File: config.mk
export PLATFORM = sky130hd
export DESIGN_NAME = rtcu_irq
export DESIGN_NICKNAME = d
export VERILOG_FILES = /design/src/hdl/rtcu_pkg.sv /design/src/hdl/rtcu_irq.sv
export SDC_FILE = /design/constraint.sdc
export NUM_CORES = 1
export LEC_CHECK = 0
export BUFFER_PORTS_ARGS = -buffer_cell sky130_fd_sc_hd__buf_2
export CORE_ASPECT_RATIO = 1.25
export CORE_MARGIN = 5
export CORE_UTILIZATION = 25
export DETAILED_ROUTE_END_ITERATION = 8
export SLEW_MARGIN = 20
export SYNTH_ARGS = -nofsm -noshare
export SYNTH_HDL_FRONTEND = slang
export SYNTH_SLANG_ARGS = --single-unit
File: constraint.sdc
create_clock -name pclk -period 2.5 [get_ports pclk]
set_input_delay 0.125 -clock pclk [delete_from_list [all_inputs] [get_ports pclk]]
set_output_delay 0.125 -clock pclk [all_outputs]
set_load 0.02 [all_outputs]
File: src/hdl/rtcu_pkg.sv
// Package: register map, field layout, timing constants and carrier types
package rtcu_pkg;

    // ==========================================================
    // Register indices (byte address is four times the index)
    // ==========================================================
    localparam logic [3:0] IDX_MINUTES_COUNT = 4'h1;
    localparam logic [3:0] IDX_HOURS_COUNT = 4'h2;
    localparam logic [3:0] IDX_WEEKDAY_COUNT = 4'h3;
    localparam logic [3:0] IDX_DATE_COUNT = 4'h4;
    localparam logic [3:0] IDX_ALARM_MINUTE = 4'h8;
    localparam logic [3:0] IDX_ALARM_HOUR = 4'h9;
    localparam logic [3:0] IDX_ALARM_WEEKDAY_OR_DATE = 4'ha;
    localparam logic [3:0] IDX_EXTENSION_CONFIG = 4'hd;
    localparam logic [3:0] IDX_EVENT_FLAGS = 4'he;
    localparam logic [3:0] IDX_INTERRUPT_CONTROL = 4'hf;

    // ==========================================================
    // Field positions
    // ==========================================================
    localparam int BIT_ALARM_COMPARE_DISABLE = 7;
    localparam int BIT_WEEK_OR_DATE_SELECT = 6;
    localparam int BIT_UPDATE_PERIOD_SELECT = 5;
    localparam int BIT_UPDATE_EVENT_FLAG = 5;
    localparam int BIT_ALARM_EVENT_FLAG = 3;
    localparam int BIT_UPDATE_IRQ_ENABLE = 5;
    localparam int BIT_ALARM_IRQ_ENABLE = 3;
    localparam int BIT_CTRL_RESET = 0;
    // Writable bits of the control register; the rest read zero
    localparam logic [7:0] CTRL_WRITE_MASK = 8'hf9;

    // ==========================================================
    // Values after reset
    // ==========================================================
    localparam logic [7:0] ALARM_RESET_VALUE = 8'h00;
    localparam logic [7:0] EXTENSION_RESET_VALUE = 8'h00;
    localparam logic [7:0] CONTROL_RESET_VALUE = 8'h00;

    // ==========================================================
    // Timing
    // ==========================================================
    localparam int unsigned PCLK_PERIOD_NS = 10;
    localparam int unsigned INT_RELEASE_US = 7800;
    // Longest time, so the count rounds down
    localparam int unsigned INT_RELEASE_CYCLES =
        (INT_RELEASE_US * 1000) / PCLK_PERIOD_NS;

    // ==========================================================
    // Carrier types
    // ==========================================================
    // Running time from the clock counters, BCD coded
    typedef struct packed {
        logic [6:0] minute;
        logic [5:0] hour;
        logic [6:0] weekday;
        logic [5:0] date;
    } rtcu_time_t;

    // Advance strobes from the clock counters
    typedef struct packed {
        logic second_tick;
        logic minute_tick;
    } rtcu_tick_t;

endpackage

File: src/hdl/rtcu_irq.sv
// Update and alarm interrupt logic of the clock with its APB register file
//
// Contract
// - Period select: 0 each second, 1 each minute
// - Update event sets update flag until cleared
// - Update flag clear keeps active output low
// - Writing 1 to flags changes nothing
// - Update enable drives low, auto release 7.8ms
// - Update enable off: no low, releases
// - Disabled source never blocks other sources
// - Alarm fires when minute, hour, day match
// - Alarm fires only on counter advance
// - Alarm flag holds one until written zero
// - Alarm enable holds output low until cleared
// - Alarm enable cleared releases output immediately
// - Alarm flag cleared releases output immediately
// - Alarm enable off: flag set, output released
// - Control reset bit suppresses alarm events
// - Unused count, flag bits read zero; control bits 2:1 read zero, bits 7, 6, 4 hold writes
// - Select 0 compares weekday, 1 compares date
// - Bit seven of alarm register disables compare
// - Weekday field is mask; any day matches
// - All compares disabled: alarm every minute
// - Undefined alarm bits are plain storage
//
// Local design decision: the APB interface to the registers.
`timescale 1ns/1ps

module rtcu_irq #(
    parameter int unsigned ADDR_WIDTH = 12,
    parameter int unsigned RELEASE_CYCLES = rtcu_pkg::INT_RELEASE_CYCLES
) (
    input wire logic pclk,
    input wire logic presetn,
    input wire logic psel,
    input wire logic penable,
    input wire logic pwrite,
    input wire logic [ADDR_WIDTH-1:0] paddr,
    input wire logic [31:0] pwdata,
    input wire logic [3:0] pstrb,
    output logic [31:0] prdata,
    output logic pready,
    output logic pslverr,
    input wire rtcu_pkg::rtcu_time_t time_now,
    input wire rtcu_pkg::rtcu_tick_t time_tick,
    output logic int_o,
    output logic int_oe_n
);
    import rtcu_pkg::*;

    localparam int CNT_W = $clog2(RELEASE_CYCLES + 1);
    localparam logic [CNT_W-1:0] RELEASE_LAST =
        CNT_W'(RELEASE_CYCLES - 1);

    // ==========================================================
    // Elaboration checks
    // ==========================================================
    if (ADDR_WIDTH < 6 || ADDR_WIDTH > 32) begin : g_bad_addr
        $error("ADDR_WIDTH must lie between 6 and 32");
    end
    if (RELEASE_CYCLES < 1) begin : g_bad_release
        $error("RELEASE_CYCLES must be at least 1");
    end

    // ==========================================================
    // Functions
    // ==========================================================
    // True when the address hits a mapped register word
    function automatic logic addr_mapped(input logic [ADDR_WIDTH-1:0] a);
        logic [3:0] idx;
        logic hi_zero;
        idx = a[5:2];
        hi_zero = (a >> 6) == '0;
        addr_mapped = hi_zero && (a[1:0] == 2'b00) &&
            (idx == IDX_MINUTES_COUNT || idx == IDX_HOURS_COUNT ||
             idx == IDX_WEEKDAY_COUNT || idx == IDX_DATE_COUNT ||
             idx == IDX_ALARM_MINUTE || idx == IDX_ALARM_HOUR ||
             idx == IDX_ALARM_WEEKDAY_OR_DATE ||
             idx == IDX_EXTENSION_CONFIG || idx == IDX_EVENT_FLAGS ||
             idx == IDX_INTERRUPT_CONTROL);
    endfunction

    // One field compare, skipped when its disable bit is set
    function automatic logic field_ok(input logic [7:0] alarm,
                                      input logic [6:0] now);
        field_ok = alarm[BIT_ALARM_COMPARE_DISABLE] ||
            (alarm[6:0] == now);
    endfunction

    // ==========================================================
    // Registers
    // ==========================================================
    logic [7:0] alarm_minute_reg;
    logic [7:0] alarm_hour_reg;
    logic [7:0] alarm_weekday_or_date_reg;
    logic [7:0] extension_config_reg;
    logic [7:0] interrupt_control_reg;
    logic update_event_flag_reg;
    logic alarm_event_flag_reg;
    logic update_low_reg;
    logic alarm_low_reg;
    logic [CNT_W-1:0] release_cnt_reg;
    logic [31:0] prdata_reg;
    logic pready_reg;
    logic pslverr_reg;
    logic int_oe_n_reg;
    logic int_o_reg;

    // ==========================================================
    // Bus decode
    // ==========================================================
    logic setup_phase;
    logic wr_commit;
    logic [3:0] wr_idx;
    logic [7:0] wr_byte;
    logic wr_ok;

    assign setup_phase = psel && !penable;
    assign wr_commit = psel && penable && pready_reg && pwrite;
    assign wr_idx = paddr[5:2];
    assign wr_byte = pwdata[7:0];
    assign wr_ok = wr_commit && pstrb[0] && addr_mapped(paddr);

    logic wr_alarm_minute;
    logic wr_alarm_hour;
    logic wr_alarm_day;
    logic wr_extension;
    logic wr_flags;
    logic wr_control;

    assign wr_alarm_minute = wr_ok && (wr_idx == IDX_ALARM_MINUTE);
    assign wr_alarm_hour = wr_ok && (wr_idx == IDX_ALARM_HOUR);
    assign wr_alarm_day = wr_ok && (wr_idx == IDX_ALARM_WEEKDAY_OR_DATE);
    assign wr_extension = wr_ok && (wr_idx == IDX_EXTENSION_CONFIG);
    assign wr_flags = wr_ok && (wr_idx == IDX_EVENT_FLAGS);
    assign wr_control = wr_ok && (wr_idx == IDX_INTERRUPT_CONTROL);

    // ==========================================================
    // Control fields
    // ==========================================================
    logic update_period_select;
    logic week_or_date_select;
    logic update_irq_enable;
    logic alarm_irq_enable;
    logic ctrl_reset;

    assign update_period_select =
        extension_config_reg[BIT_UPDATE_PERIOD_SELECT];
    assign week_or_date_select =
        extension_config_reg[BIT_WEEK_OR_DATE_SELECT];
    assign update_irq_enable = interrupt_control_reg[BIT_UPDATE_IRQ_ENABLE];
    assign alarm_irq_enable = interrupt_control_reg[BIT_ALARM_IRQ_ENABLE];
    assign ctrl_reset = interrupt_control_reg[BIT_CTRL_RESET];

    // Enables as they stand after a control write in this cycle
    logic update_en_next;
    logic alarm_en_next;

    assign update_en_next = wr_control ? wr_byte[BIT_UPDATE_IRQ_ENABLE] :
        update_irq_enable;
    assign alarm_en_next = wr_control ? wr_byte[BIT_ALARM_IRQ_ENABLE] :
        alarm_irq_enable;

    // ==========================================================
    // Events
    // ==========================================================
    logic update_event;
    logic day_ok;
    logic alarm_match;
    logic alarm_event;

    // Counter update also stops while the reset bit is set
    assign update_event = !ctrl_reset && (update_period_select ?
        time_tick.minute_tick : time_tick.second_tick);

    // Weekday field is a mask of days; date compared as BCD
    always_comb begin
        if (alarm_weekday_or_date_reg[BIT_ALARM_COMPARE_DISABLE]) begin
            day_ok = 1'b1;
        end else if (week_or_date_select) begin
            day_ok = alarm_weekday_or_date_reg[5:0] == time_now.date;
        end else begin
            day_ok = (alarm_weekday_or_date_reg[6:0] &
                time_now.weekday) != 7'h00;
        end
    end

    // All three disables set leave only the minute tick
    assign alarm_match = field_ok(alarm_minute_reg, time_now.minute) &&
        field_ok({alarm_hour_reg[7], 1'b0, alarm_hour_reg[5:0]},
            {1'b0, time_now.hour}) && day_ok;

    // Checked only as the counters step into a new minute
    assign alarm_event = time_tick.minute_tick && alarm_match &&
        !ctrl_reset;

    // ==========================================================
    // Configuration registers
    // ==========================================================
    always_ff @(posedge pclk or negedge presetn) begin
        if (!presetn) begin
            alarm_minute_reg <= ALARM_RESET_VALUE;
            alarm_hour_reg <= ALARM_RESET_VALUE;
            alarm_weekday_or_date_reg <= ALARM_RESET_VALUE;
        end else begin
            // Unassigned bits hold whatever is written
            if (wr_alarm_minute) begin
                alarm_minute_reg <= wr_byte;
            end
            if (wr_alarm_hour) begin
                alarm_hour_reg <= wr_byte;
            end
            if (wr_alarm_day) begin
                alarm_weekday_or_date_reg <= wr_byte;
            end
        end
    end

    always_ff @(posedge pclk or negedge presetn) begin
        if (!presetn) begin
            extension_config_reg <= EXTENSION_RESET_VALUE;
            interrupt_control_reg <= CONTROL_RESET_VALUE;
        end else begin
            if (wr_extension) begin
                extension_config_reg <= wr_byte;
            end
            if (wr_control) begin
                interrupt_control_reg <= wr_byte & CTRL_WRITE_MASK;
            end
        end
    end

    // ==========================================================
    // Event flags: a new event wins over a clear
    // ==========================================================
    always_ff @(posedge pclk or negedge presetn) begin
        if (!presetn) begin
            update_event_flag_reg <= 1'b0;
            alarm_event_flag_reg <= 1'b0;
        end else begin
            if (update_event) begin
                update_event_flag_reg <= 1'b1;
            end else if (wr_flags && !wr_byte[BIT_UPDATE_EVENT_FLAG]) begin
                update_event_flag_reg <= 1'b0;
            end
            if (alarm_event) begin
                alarm_event_flag_reg <= 1'b1;
            end else if (wr_flags && !wr_byte[BIT_ALARM_EVENT_FLAG]) begin
                alarm_event_flag_reg <= 1'b0;
            end
        end
    end

    // ==========================================================
    // Update interrupt request with automatic release
    // ==========================================================
    always_ff @(posedge pclk or negedge presetn) begin
        if (!presetn) begin
            update_low_reg <= 1'b0;
            release_cnt_reg <= '0;
        end else begin
            // Flag clears are ignored here on purpose
            if (update_event && update_en_next) begin
                update_low_reg <= 1'b1;
                release_cnt_reg <= '0;
            end else if (!update_en_next) begin
                update_low_reg <= 1'b0;
                release_cnt_reg <= '0;
            end else if (update_low_reg) begin
                if (release_cnt_reg == RELEASE_LAST) begin
                    update_low_reg <= 1'b0;
                    release_cnt_reg <= '0;
                end else begin
                    release_cnt_reg <= release_cnt_reg + 1'b1;
                end
            end
        end
    end

    // ==========================================================
    // Alarm interrupt request, held until flag or enable clears
    // ==========================================================
    logic alarm_flag_clear;

    assign alarm_flag_clear = wr_flags && !wr_byte[BIT_ALARM_EVENT_FLAG];

    always_ff @(posedge pclk or negedge presetn) begin
        if (!presetn) begin
            alarm_low_reg <= 1'b0;
        end else begin
            if (alarm_event) begin
                alarm_low_reg <= alarm_en_next;
            end else if (!alarm_en_next) begin
                alarm_low_reg <= 1'b0;
            end else if (alarm_flag_clear) begin
                alarm_low_reg <= 1'b0;
            end
        end
    end

    // ==========================================================
    // Shared open-drain pin
    // ==========================================================
    logic int_low_next;

    // Each request already carries its own enable, so a disabled
    // source simply contributes nothing
    assign int_low_next = (update_low_reg && update_irq_enable) ||
        (alarm_low_reg && alarm_irq_enable);

    always_ff @(posedge pclk or negedge presetn) begin
        if (!presetn) begin
            int_oe_n_reg <= 1'b1;
            int_o_reg <= 1'b0;
        end else begin
            int_oe_n_reg <= !int_low_next;
            int_o_reg <= 1'b0;
        end
    end

    // ==========================================================
    // Read data
    // ==========================================================
    logic [7:0] rd_byte;

    always_comb begin
        unique case (paddr[5:2])
            IDX_MINUTES_COUNT: rd_byte = {1'b0, time_now.minute};
            IDX_HOURS_COUNT: rd_byte = {2'b00, time_now.hour};
            IDX_WEEKDAY_COUNT: rd_byte = {1'b0, time_now.weekday};
            IDX_DATE_COUNT: rd_byte = {2'b00, time_now.date};
            IDX_ALARM_MINUTE: rd_byte = alarm_minute_reg;
            IDX_ALARM_HOUR: rd_byte = alarm_hour_reg;
            IDX_ALARM_WEEKDAY_OR_DATE: rd_byte = alarm_weekday_or_date_reg;
            IDX_EXTENSION_CONFIG: rd_byte = extension_config_reg;
            IDX_EVENT_FLAGS: begin
                rd_byte = 8'h00;
                rd_byte[BIT_UPDATE_EVENT_FLAG] = update_event_flag_reg;
                rd_byte[BIT_ALARM_EVENT_FLAG] = alarm_event_flag_reg;
            end
            IDX_INTERRUPT_CONTROL: rd_byte = interrupt_control_reg;
            default: rd_byte = 8'h00;
        endcase
    end

    // ==========================================================
    // APB answer: one wait-free access phase after each setup
    // ==========================================================
    always_ff @(posedge pclk or negedge presetn) begin
        if (!presetn) begin
            pready_reg <= 1'b0;
            pslverr_reg <= 1'b0;
            prdata_reg <= 32'h0000_0000;
        end else begin
            pready_reg <= setup_phase;
            if (setup_phase) begin
                pslverr_reg <= !addr_mapped(paddr);
                prdata_reg <= (!pwrite && addr_mapped(paddr)) ?
                    {24'h00_0000, rd_byte} : 32'h0000_0000;
            end else begin
                pslverr_reg <= 1'b0;
                prdata_reg <= 32'h0000_0000;
            end
        end
    end

    assign prdata = prdata_reg;
    assign pready = pready_reg;
    assign pslverr = pslverr_reg;
    assign int_o = int_o_reg;
    assign int_oe_n = int_oe_n_reg;

endmodule

==> flow_summary.json, run 1 <==
{
  "portBuffers": 64,
  "cap_violations": 0,
  "fin_nets": 575,
  "clock_sinks": 73,
  "grt_pass1_wl_um": 20270,
  "num_vias": 3606,
  "antenna_cells": 0,
  "area_growth_pct": 22.34,
  "synth-edff-count": 0,
  "cts-root-buf": "clkbuf_16",
  "place_area_mm2": 0.004886,
  "tightest_slew_ps": 741.2,
  "setup_violations": 0,
  "cp_max_fo": 14,
  "die_w_um": 127.0,
  "synthCells": 415,
  "ys.flop_type": "dfrtp_1",
  "numPlacedInstances": 700,
  "grt_overflow": 0,
  "numCtsBuffers": 9,
  "grt_usage_pct": 12.92,
  "cts_buffer_depth": 2,
  "power_density_mw_per_mm2": 545.6,
  "core_mm2": 0.01684,
  "grt_start_max_net_pins": 29,
  "gp_congestion": 0.9280,
  "wl_per_cell_um": 17.90,
  "drt_iter0_markers": 291,
  "drtPass1Iterations": 4,
  "period_minus_slack_ps": 2275,
  "ys_types": 59,
  "crit_arrival_ps": 2500,
  "yosysSeqAreaShare_pct": 42.72,
  "tns_ps": 0,
  "num-fill-cells": 1751,
  "drc": 0,
  "drt_wl_total_um": 12850,
  "start_kind": "flip-flop",
  "cts-resized-gates": 0,
  "start_util_pct": 25.40,
  "grt_antenna_before_repair": 1,
  "status": "finished clean",
  "rsz0062_at_grt": "no",
  "max_stage_delay_ps": 400,
  "syn_area_mm2": 0.004279,
  "ys_seq_elements": 73,
  "ios": 117,
  "max_slew_margin_pct": 50.13,
  "finalPower_mw": 2.856,
  "cts.clk_slew.worst_paths_ps": 60,
  "crit_type": "flip-flop to flip-flop",
  "rr_endpoint": "release_cnt_reg[19]",
  "htreeDepth": 3,
  "vias_per_cell": 5.022,
  "fin_skew_ps": 5.769,
  "synth_warnings": 0,
  "r2r_setup_slack_ps": 220,
  "largest_register_ff_count": 20,
  "cts_setup_buffers": 0,
  "async_reset_ff_share_pct": 100.0,
  "hold_path_class": "input port to flip-flop",
  "p_leak_nw": 2.331,
  "regToRegStartpoint": "release_cnt_reg[0]",
  "post-route-period-util_pct": 91.02,
  "irDropWorstVdd_uv": 412.0,
  "instances_no_fill": 718,
  "synth.avg_cell_area_um2": 10.31,
  "slew_violations": 0,
  "holdPathEnd": "pready",
  "crit_chain": "ha_1 > and4_1 > and3_1 > a211oi_2 > buf_4 > a31oi_1 > a311oi_1",
  "clk_latency_ps": 340,
  "worstPathRequired_ps": 2720,
  "dieArea_mm2": 0.01985,
  "synth_top_area_cell": "dfrtp_1",
  "fin_area_mm2": 0.005235,
  "hold_viol": 0,
  "post-route-util_pct": 31.08,
  "critPathCaptureType": "flip-flop",
  "fmax_mhz": 439.5,
  "cts_tree": "yes",
  "antenna_left": 0,
  "hold_path_depth": 2,
  "r2r_cells": 7,
  "die_h_um": 156.3,
  "dp_hpwl_um": 9759,
  "slowest_stage": "dfrtp_1",
  "drive_gt1_share_pct": 31.12,
  "num_rows": 53,
  "ys_top_cells_by_area": "dfrtp_1, mux2_2, buf_4, a311oi_1, xor2_1",
  "hold_start": "psel",
  "grt_pass1_vias": 3676,
  "synth_top_area_share_pct": 42.11
}
-- Yosys cell counts, types with 3 or more instances --
cell       n
a311oi_1  15
a32o_1     3
inv_1      5
a31oi_1    7
nand2b_1   8
nor3_1     4
clkbuf_1  14
nor2b_1   10
nand4_1    6
buf_4     25
a41oi_1    5
and2_1     6
mux2i_1    8
or4_1      3
nand2_1   21
nand3_1   16
buf_2      5
and4_1     4
xor2_1    13
a32oi_1    4
a211oi_1   5
and3_1     9
nor4_1     6
nor2_1    17
xnor2_1    7
buf_1      3
a221oi_1   5
a22oi_1   10
a21oi_1   17
dfrtp_1   72
a22o_1     3
o21ai_0    8
mux2_2    42
-- cell families after synthesis --
group,count (synthesis),synth area share [%]
compound gates,97,16.81
xor+xnor,20,4.094
fa+ha+maj,1,0.2924
buf+inv,52,6.901
flops,73,42.72
mux,50,12.92
other cells,1,0.08764
simple gates,121,16.17
-- worst max-delay path: cells and delay by family, from the launching register on --
family	cells	cell delay (ps)
AO/OA/AOI/OAI	3	760
flip-flops	1	400
adder cells (fa/ha/maj)	1	250
buffers and inverters	1	260
AND/OR/NAND/NOR	2	480
-- where the power goes --
part           total (mW)  internal (mW)  switching, mW  leakage [nW]
Combinational       0.265         0.0868          0.178          1.17
Clock                1.41          0.883          0.524         0.160
Sequential           1.18           1.18       0.000491          1.00
-- area by class of cell --
cell class | count | area (um^2) | share of cell area [%]
inverter | 5 | 18.77 | 0.3585
tap | 220 | 275.3 | 5.258
sequential | 73 | 1828 | 34.92
clock buffer | 9 | 225.2 | 4.302
multi-input combinational | 314 | 2251 | 43.00
clock inverter | 7 | 103.9 | 1.984
timing repair buffer | 90 | 533.0 | 10.18
-- worst max path at each step --
stage	from	to	slack, ps
floorplan	release_cnt_reg[0]	release_cnt_reg[11]	110
global placement	paddr[6]	alarm_weekday_or_date_reg[5]	140
detailed placement	paddr[6]	alarm_weekday_or_date_reg[4]	70
CTS	release_cnt_reg[0]	release_cnt_reg[17]	220
global route	release_cnt_reg[0]	release_cnt_reg[19]	70
finish	release_cnt_reg[0]	release_cnt_reg[19]	220
-- metrics by stage --
step | setup slack (ps) | hold WS [ps]
2_1_floorplan | 109.1 | -170.6
3_3_place_gp | 141.8 | 203.3
3_5_place_dp | 65.91 | 208.4
4_1_cts | 215.7 | 57.31
5_1_grt | 68.24 | 64.00
6_report | 224.5 | 71.18
-- timing repair --
action	4_1_cts	5_1_grt
hold buffers	2	0
endpoints found under the setup margin	0	0
endpoints found under the hold margin	27	0
-- cells in the final DEF (no fill, tap or decap), types with 7 or more instances in the layout --
cell and count:
buf_4 23, mux2i_1 8, nand2b_1 8, buf_2 64
and3_1 9, a22oi_1 10, dfrtp_1 72, nor2b_1 10
conb_1 25, xor2_1 13, nor2_1 17, mux2_2 42
xnor2_1 7, a21oi_1 17, a311oi_1 15, nand3_1 16
clkbuf_16 9, o21ai_0 8, a31oi_1 7, nand2_1 21
-- routing by layer --
layer  up-vias  wire (um)  global-route usage [%]
met5         -         18                       0
met4         2        431                   5.672
met3        26        815                   3.004
met2       126       6216                   22.02
met1      1771       5369                   15.56
li1       1681          -                       -
Note: power is estimated with default switching activity, not from simulation.
==> run 2, diff against run 1 <==
- SETUP_SLACK_MARGIN: unset -> 0.5
==> run 2 against run 1 <==
  * Routed wire length rose by 5.4%
  * Non-clock buffer count rose by 15
  * Highest routed layer unchanged
  * Sequential share of layout area fell by 2.5 points
  * Largest power group unchanged
  * Maximum frequency rose by 15%
  * Via count rose by 4.0%
  * Clock power barely moved
  * Sequential cell count did not move
  * Largest cell class unchanged
==> flow_summary.json, run 2 (synthesis gave the netlist of run 1 again) <==
{
  "status": "finished clean",
  "area_growth_pct": 32.08,
  "crit_type": "flip-flop to flip-flop",
  "htreeDepth": 3,
  "rr_endpoint": "release_cnt_reg[16]",
  "period_minus_slack_ps": 1986,
  "drc": 0,
  "drt_iter0_markers": 315,
  "post-route-period-util_pct": 79.43,
  "setup_violations": 0,
  "num-fill-cells": 1694,
  "largest_register_ff_count": 20,
  "final_common_cell": "dfrtp_1",
  "drt_wl_total_um": 13550,
  "ios": 117,
  "r2r_cells": 7,
  "worstPathRequired_ps": 2710,
  "fmax_mhz": 503.6,
  "post-route-util_pct": 33.55,
  "tns_ps": 0,
  "dieArea_mm2": 0.01985,
  "die_h_um": 156.3,
  "grt_antenna_before_repair": 1,
  "num_rows": 53,
  "fin_skew_ps": 10.77,
  "slew_violations": 0,
  "cap_violations": 0,
  "cts_buffer_depth": 2,
  "cts_tree": "yes",
  "drive_gt1_share_pct": 39.96,
  "cts.clk_slew.worst_paths_ps": 60,
  "grt_pass1_wl_um": 20800,
  "wl_per_cell_um": 18.48,
  "num_vias": 3749,
  "finalPower_mw": 2.880,
  "cts-root-buf": "clkbuf_16",
  "die_w_um": 127.0,
  "antenna_left": 0,
  "core_mm2": 0.01684,
  "start_util_pct": 25.40,
  "start_kind": "flip-flop",
  "rsz0062_at_grt": "yes",
  "dp_hpwl_um": 9673,
  "fin_nets": 590,
  "power_density_mw_per_mm2": 509.6,
  "antenna_cells": 0,
  "clk_latency_ps": 340,
  "crit_arrival_ps": 2200,
  "grt_usage_pct": 13.41,
  "r2r_setup_slack_ps": 510,
  "irDropWorstVdd_uv": 301.1,
  "vias_per_cell": 5.115,
  "hold_path_class": "input port to flip-flop",
  "regToRegStartpoint": "release_cnt_reg[12]",
  "grt_start_max_net_pins": 32,
  "numCtsBuffers": 9,
  "mostFrequentLayoutCells": "dfrtp_1, buf_2, mux2_2",
  "max_slew_margin_pct": 59.03,
  "grt_pass1_vias": 3767,
  "p_leak_nw": 2.452,
  "cp_max_fo": 7,
  "gp_congestion": 0.9616,
  "portBuffers": 64,
  "tightest_slew_ps": 613.3,
  "hold_viol": 0,
  "crit_end": "release_cnt_reg[16]",
  "grt_overflow": 0,
  "drtPass1Iterations": 5,
  "crit_path_start": "release_cnt_reg[12]",
  "clock_sinks": 73,
  "critPathCaptureType": "flip-flop"
}
[run 2: cell count changes in the layout (fill, tap and decap cells not counted), sizes merged]
cell      before  now
clkinv         4    3
clkinvlp       0    1
buf           88  102
clkbuf         9   10
[run 2: repair_timing]
action	in CTS	in global routing
cloned	1	2
hold buffers	2	0
setup buffers	11	1
setup endpoints to repair	39	28
gates resized for setup	29	15
hold endpoints to repair	19	0
pin swaps	17	20
[run 2: layout make-up]
| cell class | instances | area [um^2] | area share [%] |
|---|---|---|---|
| timing repair buffer | 105 | 747.0 | 13.22 |
| inverter | 5 | 18.77 | 0.3321 |
| clock buffer | 9 | 225.2 | 3.985 |
| multi-input combinational | 314 | 2452 | 43.39 |
| tap | 220 | 275.3 | 4.870 |
| sequential | 73 | 1831 | 32.39 |
| clock inverter | 7 | 102.6 | 1.815 |
[run 2: worst min-delay path by stage]
stage | start | endpoint | slack [ps] | cells after the start
detailed placement | presetn | release_cnt_reg[14] | 130 | 1
floorplan | presetn | alarm_event_flag_reg | -170 | 0
CTS | psel | pready | 60 | 2
global placement | presetn | release_cnt_reg[14] | 120 | 1
finish | pwdata[1] | extension_config_reg[1] | 70 | 2
global route | psel | pready | 70 | 2
[run 2: routing by layer]
metal | global-route usage, % | share of wire [%] | vias to the layer above
met3 | 3.209 | 7.1 | 35
met4 | 6.132 | 3.4 | 2
met5 | 0 | 0.081 | -
met1 | 16.34 | 40 | 1819
li1 | - | - | 1710
met2 | 22.45 | 50 | 183
[run 2: where the power goes]
group,internal [mW],switching (mW)
logic,0.0907,0.181
registers,1.18,0.000531
clock network,0.882,0.542
[run 2: critical path, stage by stage (launching register included)]
cell,delay (ps)
dfrtp_1,390
or4b_4,550
nor4_4,250
a211oi_4,130
buf_12,180
buf_6,140
o21ai_0,100
a311oi_1,120
[run 2: per-stage QoR]
step | hold WS, ps | area [um^2] | instances | setup WS (ps)
3_3_place_gp | 117.1 | 4957 | 700 | 118.7
4_1_cts | 58.75 | 5543 | 730 | 458.9
2_1_floorplan | -170.6 | 4444 | 439 | 366.9
5_1_grt | 68.02 | 5652 | 733 | 436.1
3_5_place_dp | 134.1 | 4957 | 700 | 48.99
6_report | 67.27 | 5652 | 733 | 514.3
==> run 3, diff against run 2 <==
- clock period: 2.5 -> 1.6 ns (I/O delays scaled with it)
==> run 3 against run 2 <==
  * Via count up 7.3%
  * Combinational power is 75% higher
  * Largest power group unchanged
  * Clock power is 44% higher
  * Sequential share of layout area fell by 3.0 points
  * Clock skew shrank 4.8 ps
  * The run now ends with setup timing left
  * Cell count up 8.7%
  * First-iteration DRC count fell by 0.32%
  * Worst hold slack lost 17 ps
==> flow_summary.json, run 3 (synthesis gave the netlist of run 1 again) <==
{
  "area_growth_pct": 45.20,
  "gp_congestion": 0.9265,
  "drc": 0,
  "dp_slack_ps": -665.9,
  "core_mm2": 0.01684,
  "grt_pass1_vias": 4247,
  "max_stage_delay_ps": 400,
  "grt_antenna_before_repair": 1,
  "crit_chain": "and4_1 > nand4_1 > nor4_4 > mux2i_2 > buf_6 > a311oi_1",
  "num-fill-cells": 1692,
  "tightest_slew_ps": 746.9,
  "cts-root-buf": "clkbuf_16",
  "numCtsBuffers": 9,
  "drtPass1Iterations": 7,
  "dp_hpwl_um": 10790,
  "slew_violations": 0,
  "critPathCaptureType": "flip-flop",
  "antenna_cells": 0,
  "final_common_cell": "buf_4",
  "htreeDepth": 3,
  "cts_tree": "yes",
  "post-route-period-util_pct": 120.3,
  "vias_per_cell": 5.045,
  "path_buf_inv": 1,
  "portBuffers": 64,
  "period_minus_slack_ps": 1925,
  "finalPower_mw": 4.364,
  "tns_ps": -15620,
  "die_h_um": 156.3,
  "irDropWorstVdd_uv": 508.1,
  "slowest_stage": "nor4_4",
  "place_area_mm2": 0.005492,
  "fin_skew_ps": 6.019,
  "setup_violations": 70,
  "ios": 117,
  "grt_overflow": 0,
  "num_vias": 4021,
  "status": "finished with violations",
  "hold_viol": 0,
  "worst_slack_ps": -325.2,
  "max_slew_margin_pct": 50.20,
  "die_w_um": 127.0,
  "fin_nets": 654,
  "mostFrequentLayoutCells": "buf_4, dfrtp_1, buf_2",
  "grt_pass1_wl_um": 23000,
  "p_leak_nw": 2.812,
  "cap_violations": 0,
  "cts_buffer_depth": 2,
  "fmax_mhz": 519.4,
  "crit_type": "flip-flop to flip-flop",
  "clk_latency_ps": 340,
  "drive_gt1_share_pct": 47.31,
  "antenna_left": 0,
  "grt_usage_pct": 14.68,
  "crit_arrival_ps": 2090,
  "power_density_mw_per_mm2": 702.4,
  "cp_max_fo": 12,
  "rsz0062_at_grt": "yes",
  "critical-path-top-delay-family": "simple AND/OR/NAND/NOR gates",
  "drt_wl_total_um": 14410,
  "largest_register_ff_count": 20,
  "worstPathRequired_ps": 1770,
  "drt_iter0_markers": 314,
  "start_util_pct": 25.40,
  "wl_per_cell_um": 18.08,
  "grt_start_max_net_pins": 43,
  "hold_path_class": "input port to flip-flop",
  "start_kind": "flip-flop",
  "cts.clk_slew.worst_paths_ps": 60,
  "num_rows": 53,
  "clock_sinks": 73,
  "fin_area_mm2": 0.006213,
  "dieArea_mm2": 0.01985,
  "violations": "setup timing"
}
run 3: final timing paths:
kind	start	endpoint	slack (ps)	cells past startpoint
max reg2reg	pready	release_cnt_reg[17]	-330	6
min in group asynchronous	presetn	release_cnt_reg[16]	220	2
min	pwdata[6]	interrupt_control_reg[6]	50	2
max in group asynchronous	presetn	prdata[0]	790	3
min reg2reg	alarm_low_reg	int_oe_n	450	1
max	pready	release_cnt_reg[17]	-330	6
run 3: cell type report:
type                       count  area (um^2)  area share, %
tap                          220        275.3          4.430
sequential                    73         1828          29.42
inverter                       5        18.77         0.3021
timing repair buffer         169         1230          19.79
multi-input combinational    314         2564          41.26
clock buffer                  11        242.7          3.907
clock inverter                 5        55.05         0.8860
run 3: power by group:
group / internal (mW) / switching [mW] / leakage [nW]
logic: 0.170 / 0.305 / 1.67
registers: 1.85 / 0.000952 / 1.00
clock network: 1.24 / 0.795 / 0.142
total: 3.26 / 1.10 / 2.81
run 3: metrics by stage:
stage,std cells,hold WS [ps],utilization (%)
finish,797,50.17,36.89
global placement,767,51.30,32.60
floorplan,439,-215.6,-
detailed placement,767,54.42,32.60
CTS,793,36.12,35.97
global route,797,34.61,36.89
run 3: worst reg2reg max path: stages (launching register included):
cell      delay [ps]
dfrtp_1          330
and4_1           210
nand4_1          180
nor4_4           410
mux2i_2          350
buf_6            210
a311oi_1          70
run 3: routing by layer:
metal	up-vias	share of wire (%)	track usage, %
met3	29	5.6	3.619
met4	2	2.3	5.161
li1	1844	-	-
met5	-	0.076	0
met1	2004	41	17.75
met2	142	51	25.40
run 3: timing repair:
item | in CTS | in global routing
endpoints found under the hold margin | 31 | 0
buffers inserted | 8 | 4
resized for setup | 43 | 30
hold buffers | 2 | 0
setup endpoints to repair | 72 | 72
pin swaps | 15 | 4
